$ cat src/indicator_pkg.sv
// constants, types and helpers shared by the indicator settings design
package indicator_pkg;

   localparam int CLK_HZ       = 200_000_000;
   localparam int CONV_PER_SEC = 2000;
   localparam int CONV_CYCLES  = CLK_HZ / CONV_PER_SEC;

   // hold latency bound, microseconds and cycles
   localparam int HOLD_MAX_US  = 5000;
   localparam int HOLD_MAX_CYC = HOLD_MAX_US * (CLK_HZ / 1_000_000);

   localparam int VALUE_W = 20;
   localparam int CNV_W   = 10;

   // display refreshes per second for each rate code
   localparam int RATE_3_HZ = 25;
   localparam int RATE_2_HZ = 13;
   localparam int RATE_1_HZ = 6;
   localparam int RATE_0_HZ = 3;

   // settings range and reset values
   localparam logic [6:0] DIV_MIN  = 7'h01;
   localparam logic [6:0] DIV_MAX  = 7'h64;
   localparam logic [6:0] DIV_RST  = 7'h01;
   localparam logic [1:0] RATE_RST = 2'h3;
   localparam logic [1:0] DP_RST   = 2'h0;
   localparam logic       EXC_RST  = 1'b0;
   localparam logic [6:0] RATE_MAX = 7'h03;
   localparam logic [6:0] DP_MAX   = 7'h03;
   localparam logic [6:0] EXC_MAX  = 7'h01;

   // item-select press counts inside menu three
   localparam logic [3:0] ITEM_NONE = 4'h0;
   localparam logic [3:0] ITEM_DIV  = 4'h5;
   localparam logic [3:0] ITEM_RATE = 4'h6;
   localparam logic [3:0] ITEM_DP   = 4'h7;
   localparam logic [3:0] ITEM_EXC  = 4'h8;

   // register map, byte addresses
   localparam logic [31:0] ADDR_CTRL     = 32'h0000_0000;
   localparam logic [31:0] ADDR_STATUS   = 32'h0000_0004;
   localparam logic [31:0] ADDR_SETTINGS = 32'h0000_0008;
   localparam logic [31:0] ADDR_SHOWN    = 32'h0000_000c;
   localparam int CTRL_PEAK_BIT  = 0;
   localparam logic CTRL_PEAK_RST = 1'b0;
   localparam int SET_DIV_LSB    = 0;
   localparam int SET_RATE_LSB   = 8;
   localparam int SET_DP_LSB     = 12;
   localparam int SET_EXC_BIT    = 16;
   localparam int ST_HOLD_BIT    = 0;
   localparam int ST_KEYHOLD_BIT = 1;
   localparam int ST_EXTHOLD_BIT = 2;
   localparam int ST_MENU_BIT    = 3;
   localparam int ST_ITEM_LSB    = 4;

   localparam logic [1:0] RESP_OKAY   = 2'h0;
   localparam logic [1:0] RESP_SLVERR = 2'h2;

   typedef enum logic [1:0] {
      MENU_LIVE,
      MENU_ENTRY1,
      MENU_ENTRY2,
      MENU_OPEN
   } menu_t;

   // conversions between refreshes for a rate code
   function automatic logic [CNV_W-1:0] refresh_div(input logic [1:0] rate);
      int hz;
      case (rate)
         2'h3: hz = RATE_3_HZ;
         2'h2: hz = RATE_2_HZ;
         2'h1: hz = RATE_1_HZ;
         default: hz = RATE_0_HZ;
      endcase
      return CNV_W'(CONV_PER_SEC / hz);
   endfunction

   // three bcd digits of 0..127
   function automatic logic [11:0] bcd3(input logic [6:0] v);
      logic [3:0] h;
      logic [3:0] t;
      logic [3:0] u;
      h = 4'(v / 7'd100);
      t = 4'((v % 7'd100) / 7'd10);
      u = 4'(v % 7'd10);
      return {h, t, u};
   endfunction

   // round magnitude down to a whole number of division steps
   function automatic logic signed [VALUE_W-1:0] quantise(
      input logic signed [VALUE_W-1:0] x,
      input logic        [6:0]         d);
      logic [VALUE_W-1:0] mag;
      logic [VALUE_W-1:0] dd;
      mag = x[VALUE_W-1] ? VALUE_W'(-x) : VALUE_W'(x);
      dd  = VALUE_W'(d);
      mag = mag - (mag % dd);
      return x[VALUE_W-1] ? -$signed(mag) : $signed(mag);
   endfunction

endpackage

$ cat src/setting_if.sv
// link between the menu/display core and the refresh scheduler
`timescale 1ns/1ps
`default_nettype none
interface setting_if;
   logic [1:0] rate;
   logic       force_refresh;
   logic       conv_tick;
   logic       refresh_tick;

   modport core  (output rate, output force_refresh,
                  input conv_tick, input refresh_tick);
   modport timer (input rate, input force_refresh,
                  output conv_tick, output refresh_tick);
endinterface
`default_nettype wire

$ cat src/indicator_settings_peak_hold.sv
// menu-three settings, display refresh and hold control of the indicator
//
// Operation
// function, zero, zero opens menu three; item presses 5..8 pick settings
// scale division limited to 1..100, edited as three digits
// shown value moves only in whole scale-division steps
// conversions run at a fixed 2000 per second
// rate code 3,2,1,0 gives 25,13,6,3 refreshes per second
// decimal place only positions the point, value unchanged
// excitation bit 1 selects 10 V, 0 selects 2.5 V
// edits take effect only on confirm; old setting stays until then
// function key in the menu returns to the live display
// hold is released by the same source that engaged it
// hold freezes the shown value within 5 ms
// hold release resumes tracking within 5 ms
// release request is held long enough to be seen
// peak mode shows the largest value seen while holding
// refreshes come every N conversions, showing the latest sample
`timescale 1ns/1ps
`default_nettype none
module indicator_settings_peak_hold
   import indicator_pkg::*;
#(
   parameter int CONV_CYC = CONV_CYCLES
) (
   input  wire logic                      aclk,
   input  wire logic                      aresetn,
   input  wire logic                      ce,
   // front panel keys and hold pin, asynchronous
   input  wire logic                      function_key,
   input  wire logic                      zero_key,
   input  wire logic                      item_key,
   input  wire logic                      up_key,
   input  wire logic                      confirm_key,
   input  wire logic                      ext_hold,
   // conversion path
   output logic                           adc_start,
   input  wire logic signed [VALUE_W-1:0] adc_data,
   input  wire logic                      adc_valid,
   // display path
   output logic signed [VALUE_W-1:0]      shown_value,
   output logic [1:0]                     dp_position,
   output logic                           menu_active,
   output logic [3:0]                     menu_item,
   output logic [11:0]                    edit_digits,
   output logic                           excite_high,
   output logic                           hold_active,
   // axi4-lite slave
   input  wire logic [31:0]               s_axi_awaddr,
   input  wire logic                      s_axi_awvalid,
   output logic                           s_axi_awready,
   input  wire logic [31:0]               s_axi_wdata,
   input  wire logic [3:0]                s_axi_wstrb,
   input  wire logic                      s_axi_wvalid,
   output logic                           s_axi_wready,
   output logic [1:0]                     s_axi_bresp,
   output logic                           s_axi_bvalid,
   input  wire logic                      s_axi_bready,
   input  wire logic [31:0]               s_axi_araddr,
   input  wire logic                      s_axi_arvalid,
   output logic                           s_axi_arready,
   output logic [31:0]                    s_axi_rdata,
   output logic [1:0]                     s_axi_rresp,
   output logic                           s_axi_rvalid,
   input  wire logic                      s_axi_rready
);
   import indicator_pkg::*;

   setting_if link ();

   logic [5:0] pin_level;
   logic [5:0] pin_rise;
   logic       k_func;
   logic       k_zero;
   logic       k_item;
   logic       k_up;
   logic       k_conf;
   logic       ext_level;

   menu_t      state;
   logic [3:0] item;
   logic [6:0] edit_val;
   logic [6:0] div_set;
   logic [1:0] rate_set;
   logic [1:0] dp_set;
   logic       exc_set;
   logic       key_hold;
   logic       hold_prev;
   logic       peak_mode;
   logic signed [VALUE_W-1:0] latest;
   logic signed [VALUE_W-1:0] sample_q;
   logic       wr_take;
   logic       rd_take;

   pin_sync #(
      .W (6)
   ) u_pins (
      .aclk    (aclk),
      .aresetn (aresetn),
      .ce      (ce),
      .d       ({ext_hold, confirm_key, up_key, item_key, zero_key,
                 function_key}),
      .level   (pin_level),
      .rise    (pin_rise)
   );

   assign k_func    = pin_rise[0];
   assign k_zero    = pin_rise[1];
   assign k_item    = pin_rise[2];
   assign k_up      = pin_rise[3];
   assign k_conf    = pin_rise[4];
   assign ext_level = pin_level[5];

   refresh_timer #(
      .CONV_CYC (CONV_CYC)
   ) u_timer (
      .aclk    (aclk),
      .aresetn (aresetn),
      .ce      (ce),
      .t       (link)
   );

   // stored value of the setting behind an item press count
   function automatic logic [6:0] stored_of(input logic [3:0] it);
      case (it)
         ITEM_DIV:  return div_set;
         ITEM_RATE: return {5'h00, rate_set};
         ITEM_DP:   return {5'h00, dp_set};
         ITEM_EXC:  return {6'h00, exc_set};
         default:   return 7'h00;
      endcase
   endfunction

   function automatic logic [6:0] max_of(input logic [3:0] it);
      case (it)
         ITEM_DIV:  return DIV_MAX;
         ITEM_RATE: return RATE_MAX;
         ITEM_DP:   return DP_MAX;
         ITEM_EXC:  return EXC_MAX;
         default:   return 7'h00;
      endcase
   endfunction

   function automatic logic [6:0] min_of(input logic [3:0] it);
      return (it == ITEM_DIV) ? DIV_MIN : 7'h00;
   endfunction

   // menu entry and exit
   always_ff @(posedge aclk) begin
      if (!aresetn) begin
         state <= MENU_LIVE;
      end else if (ce) begin
         case (state)
            MENU_LIVE: begin
               if (k_func) begin
                  state <= MENU_ENTRY1;
               end
            end
            MENU_ENTRY1: begin
               if (k_zero) begin
                  state <= MENU_ENTRY2;
               end else if (k_func || k_item || k_up || k_conf) begin
                  state <= MENU_LIVE;
               end
            end
            MENU_ENTRY2: begin
               if (k_zero) begin
                  state <= MENU_OPEN;
               end else if (k_func || k_item || k_up || k_conf) begin
                  state <= MENU_LIVE;
               end
            end
            MENU_OPEN: begin
               if (k_func) begin
                  state <= MENU_LIVE;
               end
            end
            default: state <= MENU_LIVE;
         endcase
      end
   end

   // item stepping and value editing
   always_ff @(posedge aclk) begin
      if (!aresetn) begin
         item     <= ITEM_NONE;
         edit_val <= 7'h00;
      end else if (ce) begin
         if (state != MENU_OPEN || k_func) begin
            item     <= ITEM_NONE;
            edit_val <= 7'h00;
         end else if (k_item) begin
            // presses past the last item wrap back to press count 1
            item     <= (item == ITEM_EXC) ? 4'h1 : item + 4'h1;
            edit_val <= stored_of((item == ITEM_EXC) ? 4'h1 : item + 4'h1);
         end else if (k_up && edit_val < max_of(item)) begin
            edit_val <= edit_val + 7'h01;
         end else if (k_zero && edit_val > min_of(item)) begin
            edit_val <= edit_val - 7'h01;
         end
      end
   end

   // stored settings change only on confirm inside the menu
   always_ff @(posedge aclk) begin
      if (!aresetn) begin
         div_set  <= DIV_RST;
         rate_set <= RATE_RST;
         dp_set   <= DP_RST;
         exc_set  <= EXC_RST;
      end else if (ce && state == MENU_OPEN && k_conf && !k_func) begin
         case (item)
            ITEM_DIV:  div_set  <= edit_val;
            ITEM_RATE: rate_set <= edit_val[1:0];
            ITEM_DP:   dp_set   <= edit_val[1:0];
            ITEM_EXC:  exc_set  <= edit_val[0];
            default:   ;
         endcase
      end
   end

   // panel hold toggles only from the live display; the pin hold is
   // a separate level, so neither source can cancel the other
   always_ff @(posedge aclk) begin
      if (!aresetn) begin
         key_hold <= 1'b0;
      end else if (ce && state == MENU_LIVE && k_conf) begin
         key_hold <= ~key_hold;
      end
   end

   assign link.rate          = rate_set;
   assign link.force_refresh = hold_prev & ~hold_active;
   assign adc_start          = link.conv_tick;

   always_ff @(posedge aclk) begin
      if (!aresetn) begin
         hold_active <= 1'b0;
         hold_prev   <= 1'b0;
      end else if (ce) begin
         hold_active <= key_hold | ext_level;
         hold_prev   <= hold_active;
      end
   end

   always_ff @(posedge aclk) begin
      if (!aresetn) begin
         latest <= '0;
      end else if (ce && adc_valid) begin
         latest <= adc_data;
      end
   end

   assign sample_q = quantise(adc_data, div_set);

   // shown value: tracks at refresh instants, frozen or peak while held
   always_ff @(posedge aclk) begin
      if (!aresetn) begin
         shown_value <= '0;
      end else if (ce) begin
         if (hold_active) begin
            if (peak_mode && adc_valid && sample_q > shown_value) begin
               shown_value <= sample_q;
            end
         end else if (link.refresh_tick) begin
            shown_value <= quantise(latest, div_set);
         end
      end
   end

   // display-side outputs
   always_ff @(posedge aclk) begin
      if (!aresetn) begin
         dp_position <= DP_RST;
         excite_high <= EXC_RST;
         menu_active <= 1'b0;
         menu_item   <= ITEM_NONE;
         edit_digits <= 12'h000;
      end else if (ce) begin
         dp_position <= dp_set;
         excite_high <= exc_set;
         menu_active <= (state == MENU_OPEN);
         menu_item   <= item;
         edit_digits <= bcd3(edit_val);
      end
   end

   // axi4-lite write side: address and data taken together
   assign wr_take       = s_axi_awvalid & s_axi_wvalid & ~s_axi_bvalid;
   assign s_axi_awready = wr_take;
   assign s_axi_wready  = wr_take;

   always_ff @(posedge aclk) begin
      if (!aresetn) begin
         s_axi_bvalid <= 1'b0;
         s_axi_bresp  <= RESP_OKAY;
      end else if (ce) begin
         if (wr_take) begin
            s_axi_bvalid <= 1'b1;
            s_axi_bresp  <= (s_axi_awaddr == ADDR_CTRL) ? RESP_OKAY
                                                        : RESP_SLVERR;
         end else if (s_axi_bready) begin
            s_axi_bvalid <= 1'b0;
         end
      end
   end

   always_ff @(posedge aclk) begin
      if (!aresetn) begin
         peak_mode <= CTRL_PEAK_RST;
      end else if (ce && wr_take && s_axi_awaddr == ADDR_CTRL
                   && s_axi_wstrb[0]) begin
         peak_mode <= s_axi_wdata[CTRL_PEAK_BIT];
      end
   end

   // axi4-lite read side
   assign rd_take       = s_axi_arvalid & ~s_axi_rvalid;
   assign s_axi_arready = rd_take;

   always_ff @(posedge aclk) begin
      if (!aresetn) begin
         s_axi_rvalid <= 1'b0;
         s_axi_rdata  <= 32'h0000_0000;
         s_axi_rresp  <= RESP_OKAY;
      end else if (ce) begin
         if (rd_take) begin
            s_axi_rvalid <= 1'b1;
            s_axi_rresp  <= RESP_OKAY;
            s_axi_rdata  <= 32'h0000_0000;
            case (s_axi_araddr)
               ADDR_CTRL: s_axi_rdata[CTRL_PEAK_BIT] <= peak_mode;
               ADDR_STATUS: begin
                  s_axi_rdata[ST_HOLD_BIT]    <= hold_active;
                  s_axi_rdata[ST_KEYHOLD_BIT] <= key_hold;
                  s_axi_rdata[ST_EXTHOLD_BIT] <= ext_level;
                  s_axi_rdata[ST_MENU_BIT]    <= (state == MENU_OPEN);
                  s_axi_rdata[ST_ITEM_LSB +: 4] <= item;
               end
               ADDR_SETTINGS: begin
                  s_axi_rdata[SET_DIV_LSB +: 7]  <= div_set;
                  s_axi_rdata[SET_RATE_LSB +: 2] <= rate_set;
                  s_axi_rdata[SET_DP_LSB +: 2]   <= dp_set;
                  s_axi_rdata[SET_EXC_BIT]       <= exc_set;
               end
               ADDR_SHOWN: begin
                  s_axi_rdata <= 32'(shown_value);
               end
               default: s_axi_rresp <= RESP_SLVERR;
            endcase
         end else if (s_axi_rready) begin
            s_axi_rvalid <= 1'b0;
         end
      end
   end
endmodule // indicator_settings_peak_hold
`default_nettype wire

$ cat src/pin_sync.sv
// two-flop synchroniser with registered rising-edge pulse per bit
`timescale 1ns/1ps
`default_nettype none
module pin_sync #(
   parameter int W = 1
) (
   input  wire logic         aclk,
   input  wire logic         aresetn,
   input  wire logic         ce,
   input  wire logic [W-1:0] d,
   output var  logic [W-1:0] level,
   output var  logic [W-1:0] rise
);
   logic [W-1:0] s1;
   logic [W-1:0] s2;
   logic [W-1:0] s3;

   always_ff @(posedge aclk) begin
      if (!aresetn) begin
         s1   <= '0;
         s2   <= '0;
         s3   <= '0;
         rise <= '0;
      end else if (ce) begin
         s1   <= d;
         s2   <= s1;
         s3   <= s2;
         rise <= s2 & ~s3;
      end
   end

   assign level = s2;
endmodule // pin_sync
`default_nettype wire

$ cat src/refresh_timer.sv
// fixed-rate conversion strobe and divided display refresh strobe
`timescale 1ns/1ps
`default_nettype none
module refresh_timer
   import indicator_pkg::*;
#(
   parameter int CONV_CYC = CONV_CYCLES
) (
   input  wire logic aclk,
   input  wire logic aresetn,
   input  wire logic ce,
   setting_if.timer  t
);
   localparam int CW = $clog2(CONV_CYC);

   logic [CW-1:0]    cyc;
   logic [CNV_W-1:0] cnv;
   logic             pend;
   logic [CNV_W-1:0] div;

   assign div = refresh_div(t.rate);

   always_ff @(posedge aclk) begin
      if (!aresetn) begin
         cyc         <= '0;
         t.conv_tick <= 1'b0;
      end else if (ce) begin
         t.conv_tick <= (cyc == CW'(CONV_CYC - 1));
         cyc <= (cyc == CW'(CONV_CYC - 1)) ? '0 : cyc + CW'(1);
      end
   end

   always_ff @(posedge aclk) begin
      if (!aresetn) begin
         cnv            <= '0;
         pend           <= 1'b0;
         t.refresh_tick <= 1'b0;
      end else if (ce) begin
         t.refresh_tick <= 1'b0;
         if (t.force_refresh) begin
            pend <= 1'b1;
         end
         if (t.conv_tick) begin
            if (cnv >= div - CNV_W'(1) || pend || t.force_refresh) begin
               t.refresh_tick <= 1'b1;
               cnv            <= '0;
               pend           <= 1'b0;
            end else begin
               cnv <= cnv + CNV_W'(1);
            end
         end
      end
   end
endmodule // refresh_timer
`default_nettype wire

$ cat config.mk
export PLATFORM = sky130hd
export DESIGN_NAME = indicator_settings_peak_hold
export DESIGN_NICKNAME = d
export VERILOG_FILES = /design/src/indicator_pkg.sv /design/src/setting_if.sv /design/src/indicator_settings_peak_hold.sv /design/src/pin_sync.sv /design/src/refresh_timer.sv
export SDC_FILE = /design/constraint.sdc
export NUM_CORES = 1
export LEC_CHECK = 0
export BUFFER_PORTS_ARGS = -buffer_cell sky130_fd_sc_hd__buf_2
export CORE_UTILIZATION = 55
export DETAILED_ROUTE_END_ITERATION = 10
export PLACE_DENSITY = 0.82
export SLEW_MARGIN = 0
export SYNTH_ARGS = -nofsm -noshare
export SYNTH_HDL_FRONTEND = slang
export SYNTH_HIERARCHICAL = 1
export SYNTH_SLANG_ARGS = --single-unit
$ cat constraint.sdc
create_clock -name aclk -period 133.2 [get_ports aclk]
set_clock_uncertainty 0.05 [all_clocks]
set_input_delay 19.98 -clock aclk [delete_from_list [all_inputs] [get_ports aclk]]
set_output_delay 19.98 -clock aclk [all_outputs]
set_load 0.05 [all_outputs]
==> flow_summary.yaml <==
floorplan:
  coreArea_sq_um: 51800
  die_w_microns: 232
  dieHeight_microns: 232
  rows: 83
  die_area_sq_um: 53800
  start_util_pct: 56.1
  io_pins: 218
route:
  wl_per_cell_microns: 17.6
  drtIter0Drc: 2285
  antenna_left: 0
  totalWireLength_mm: 83.5
  drc: 0
  vias: 30300
  dr.pass1.iters: 8
  viasPerCell: 6.37
grt:
  grt_usage_pct: 30.0
  antenna_found_initial: 8
  gr-total-overflow: 0
  grt_pass1_vias: 27400
  grt_first_pass_wirelength_mm: 135
  grt_max_degree: 82
timing:
  fin_crit_sh_pct: 56.5
  slew-limit-headroom_pct: 19.8
  worst_pin_slew_ns: 1.19
  hold_viol: 0
  finalMaxSlewViolations: 0
  rsz0062_at_grt: "no"
  period_minus_slack_ns: 75.26
  max_clock_freq_mhz: 13.3
  finalSetupViolCount: 0
  finalSetupTns_ns: 0
cts:
  clk_pin_slew_ns: 0.06
  worstSkewPairLatency_ns: 0.44
  hold_buffers: 0
  cts_made_buffers: 17
  cts_root_buffer: "clkbuf_16"
  clockBufferDepth: 2
  clock-sinks: 162
  cts_resized: 0
  cts_tree: "yes"
  htreeDepth: 4
  cts_setup_buffers: 0
placement:
  gp_congestion: 0.971
  dpl.hpwl_mm: 65.1
  port_buffers: 178
logic_synthesis:
  syn-instance-count: 3986
  syn_area_sq_um: 29100
  syn_area_per_cell_sq_um: 7.30
  ys_warn_count: 6
setup_path:
  cp_max_fo: 28
  crit_top_cell: "o21a_1"
  max_stage_delay_ns: 0.81
  cp-end-kind: "flip-flop"
  crit_end: "shown_value[13]"
  worstSetupStartpoint: "adc_data[0]"
  cp.required_ns: 133.51
  cp_top_family: "compound AO/OA/AOI/OAI gates"
  crit_buf_inv: 8
  ff2ff_setup_slack_ns: 78.05
  critPathSlowestCell: "nor4_4"
  r2r-start: "div_set[6]"
  rr_worst_depth: 229
  crit_type: "in -> reg"
  reg2reg_to: "shown_value[13]"
  path_depth: 232
  crit_arrival_ns: 75.56
  cp-start-kind: "input port"
cells_and_area:
  final_nets: 4542
  area_delta_synth_final_pct: 6.31
  layout-drive-gt1-share_pct: 10.3
flow_run:
  drv_cap: 0
outcome:
  outcome: "complete, no violations"
hold_path:
  hp-start: "s_axi_rdata[0]"
  hp-class: "reg -> reg"
==> worst min-delay path, delay by kind of cell (launching register included) <==
family             cells  cell delay (ns)
DFF                    1             0.31
and+or+nand+nor        1             0.05
AOI/OAI and AO/OA      1             0.05
==> area by class of cell <==
type / count / area [sq um]
antenna: 4 / 10.0
clock buffer: 19 / 443
clock inverter: 12 / 123
fill: 4693 / 20900
inverter: 136 / 510
multi-input combinational: 3540 / 24700
sequential: 162 / 3240
tap: 680 / 851
timing repair buffer: 201 / 1070
==> sequential cells by signal, indices dropped and copies added (netlist names), 7 cells and up <==
signal	flops
edit_digits	9
s_axi_rdata	20
u_timer/cyc	17
latest	20
edit_val	7
shown_value	20
div_set	7
u_timer/cnv	10
==> layout by cell type (no fill, tap or decap), types with 129 or more instances in the layout <==
cell	n
nor2_1	378
nand2_1	363
ha_1	344
a21oi_1	266
nor3_1	207
xnor2_1	199
o21ai_0	198
buf_2	177
o21a_1	164
dfxtp_1	162
inv_1	129
==> how the worst min path moves through the flow <==
| stage | end | depth (start not counted) |
|---|---|---|
| finish | s_axi_rdata[0] | 2 |
| global route | s_axi_rdata[0] | 2 |
| CTS | s_axi_rdata[0] | 2 |
| global placement | s_axi_rdata[0] | 2 |
| floorplan | u_pins/rise[2] | 2 |
| detailed placement | s_axi_rdata[0] | 2 |
==> metal layers <==
layer	wire [microns]	track usage, %
met2	37500	50.6
met1	36600	38.6
met4	3120	11.5
met5	40	0
met3	6240	3.93
==> per-stage QoR <==
step                      setup slack (ns)  utilization [%]  cells  area (sq um)  hold WS, ns
after floorplan                      66.08                -   3990         29100        0.391
after global placement               59.63             58.5   4719         30300        0.389
after detailed placement             58.40             58.5   4719         30300        0.391
after CTS                            58.71             59.6   4750         30900        0.400
after global routing                 53.15             59.6   4752         30900        0.442
final                                57.94             59.7   4754         30900        0.403
Power is left out: the tool's default activity adds up to more than one toggle a clock period on the data nets, which glitch-free logic cannot reach.
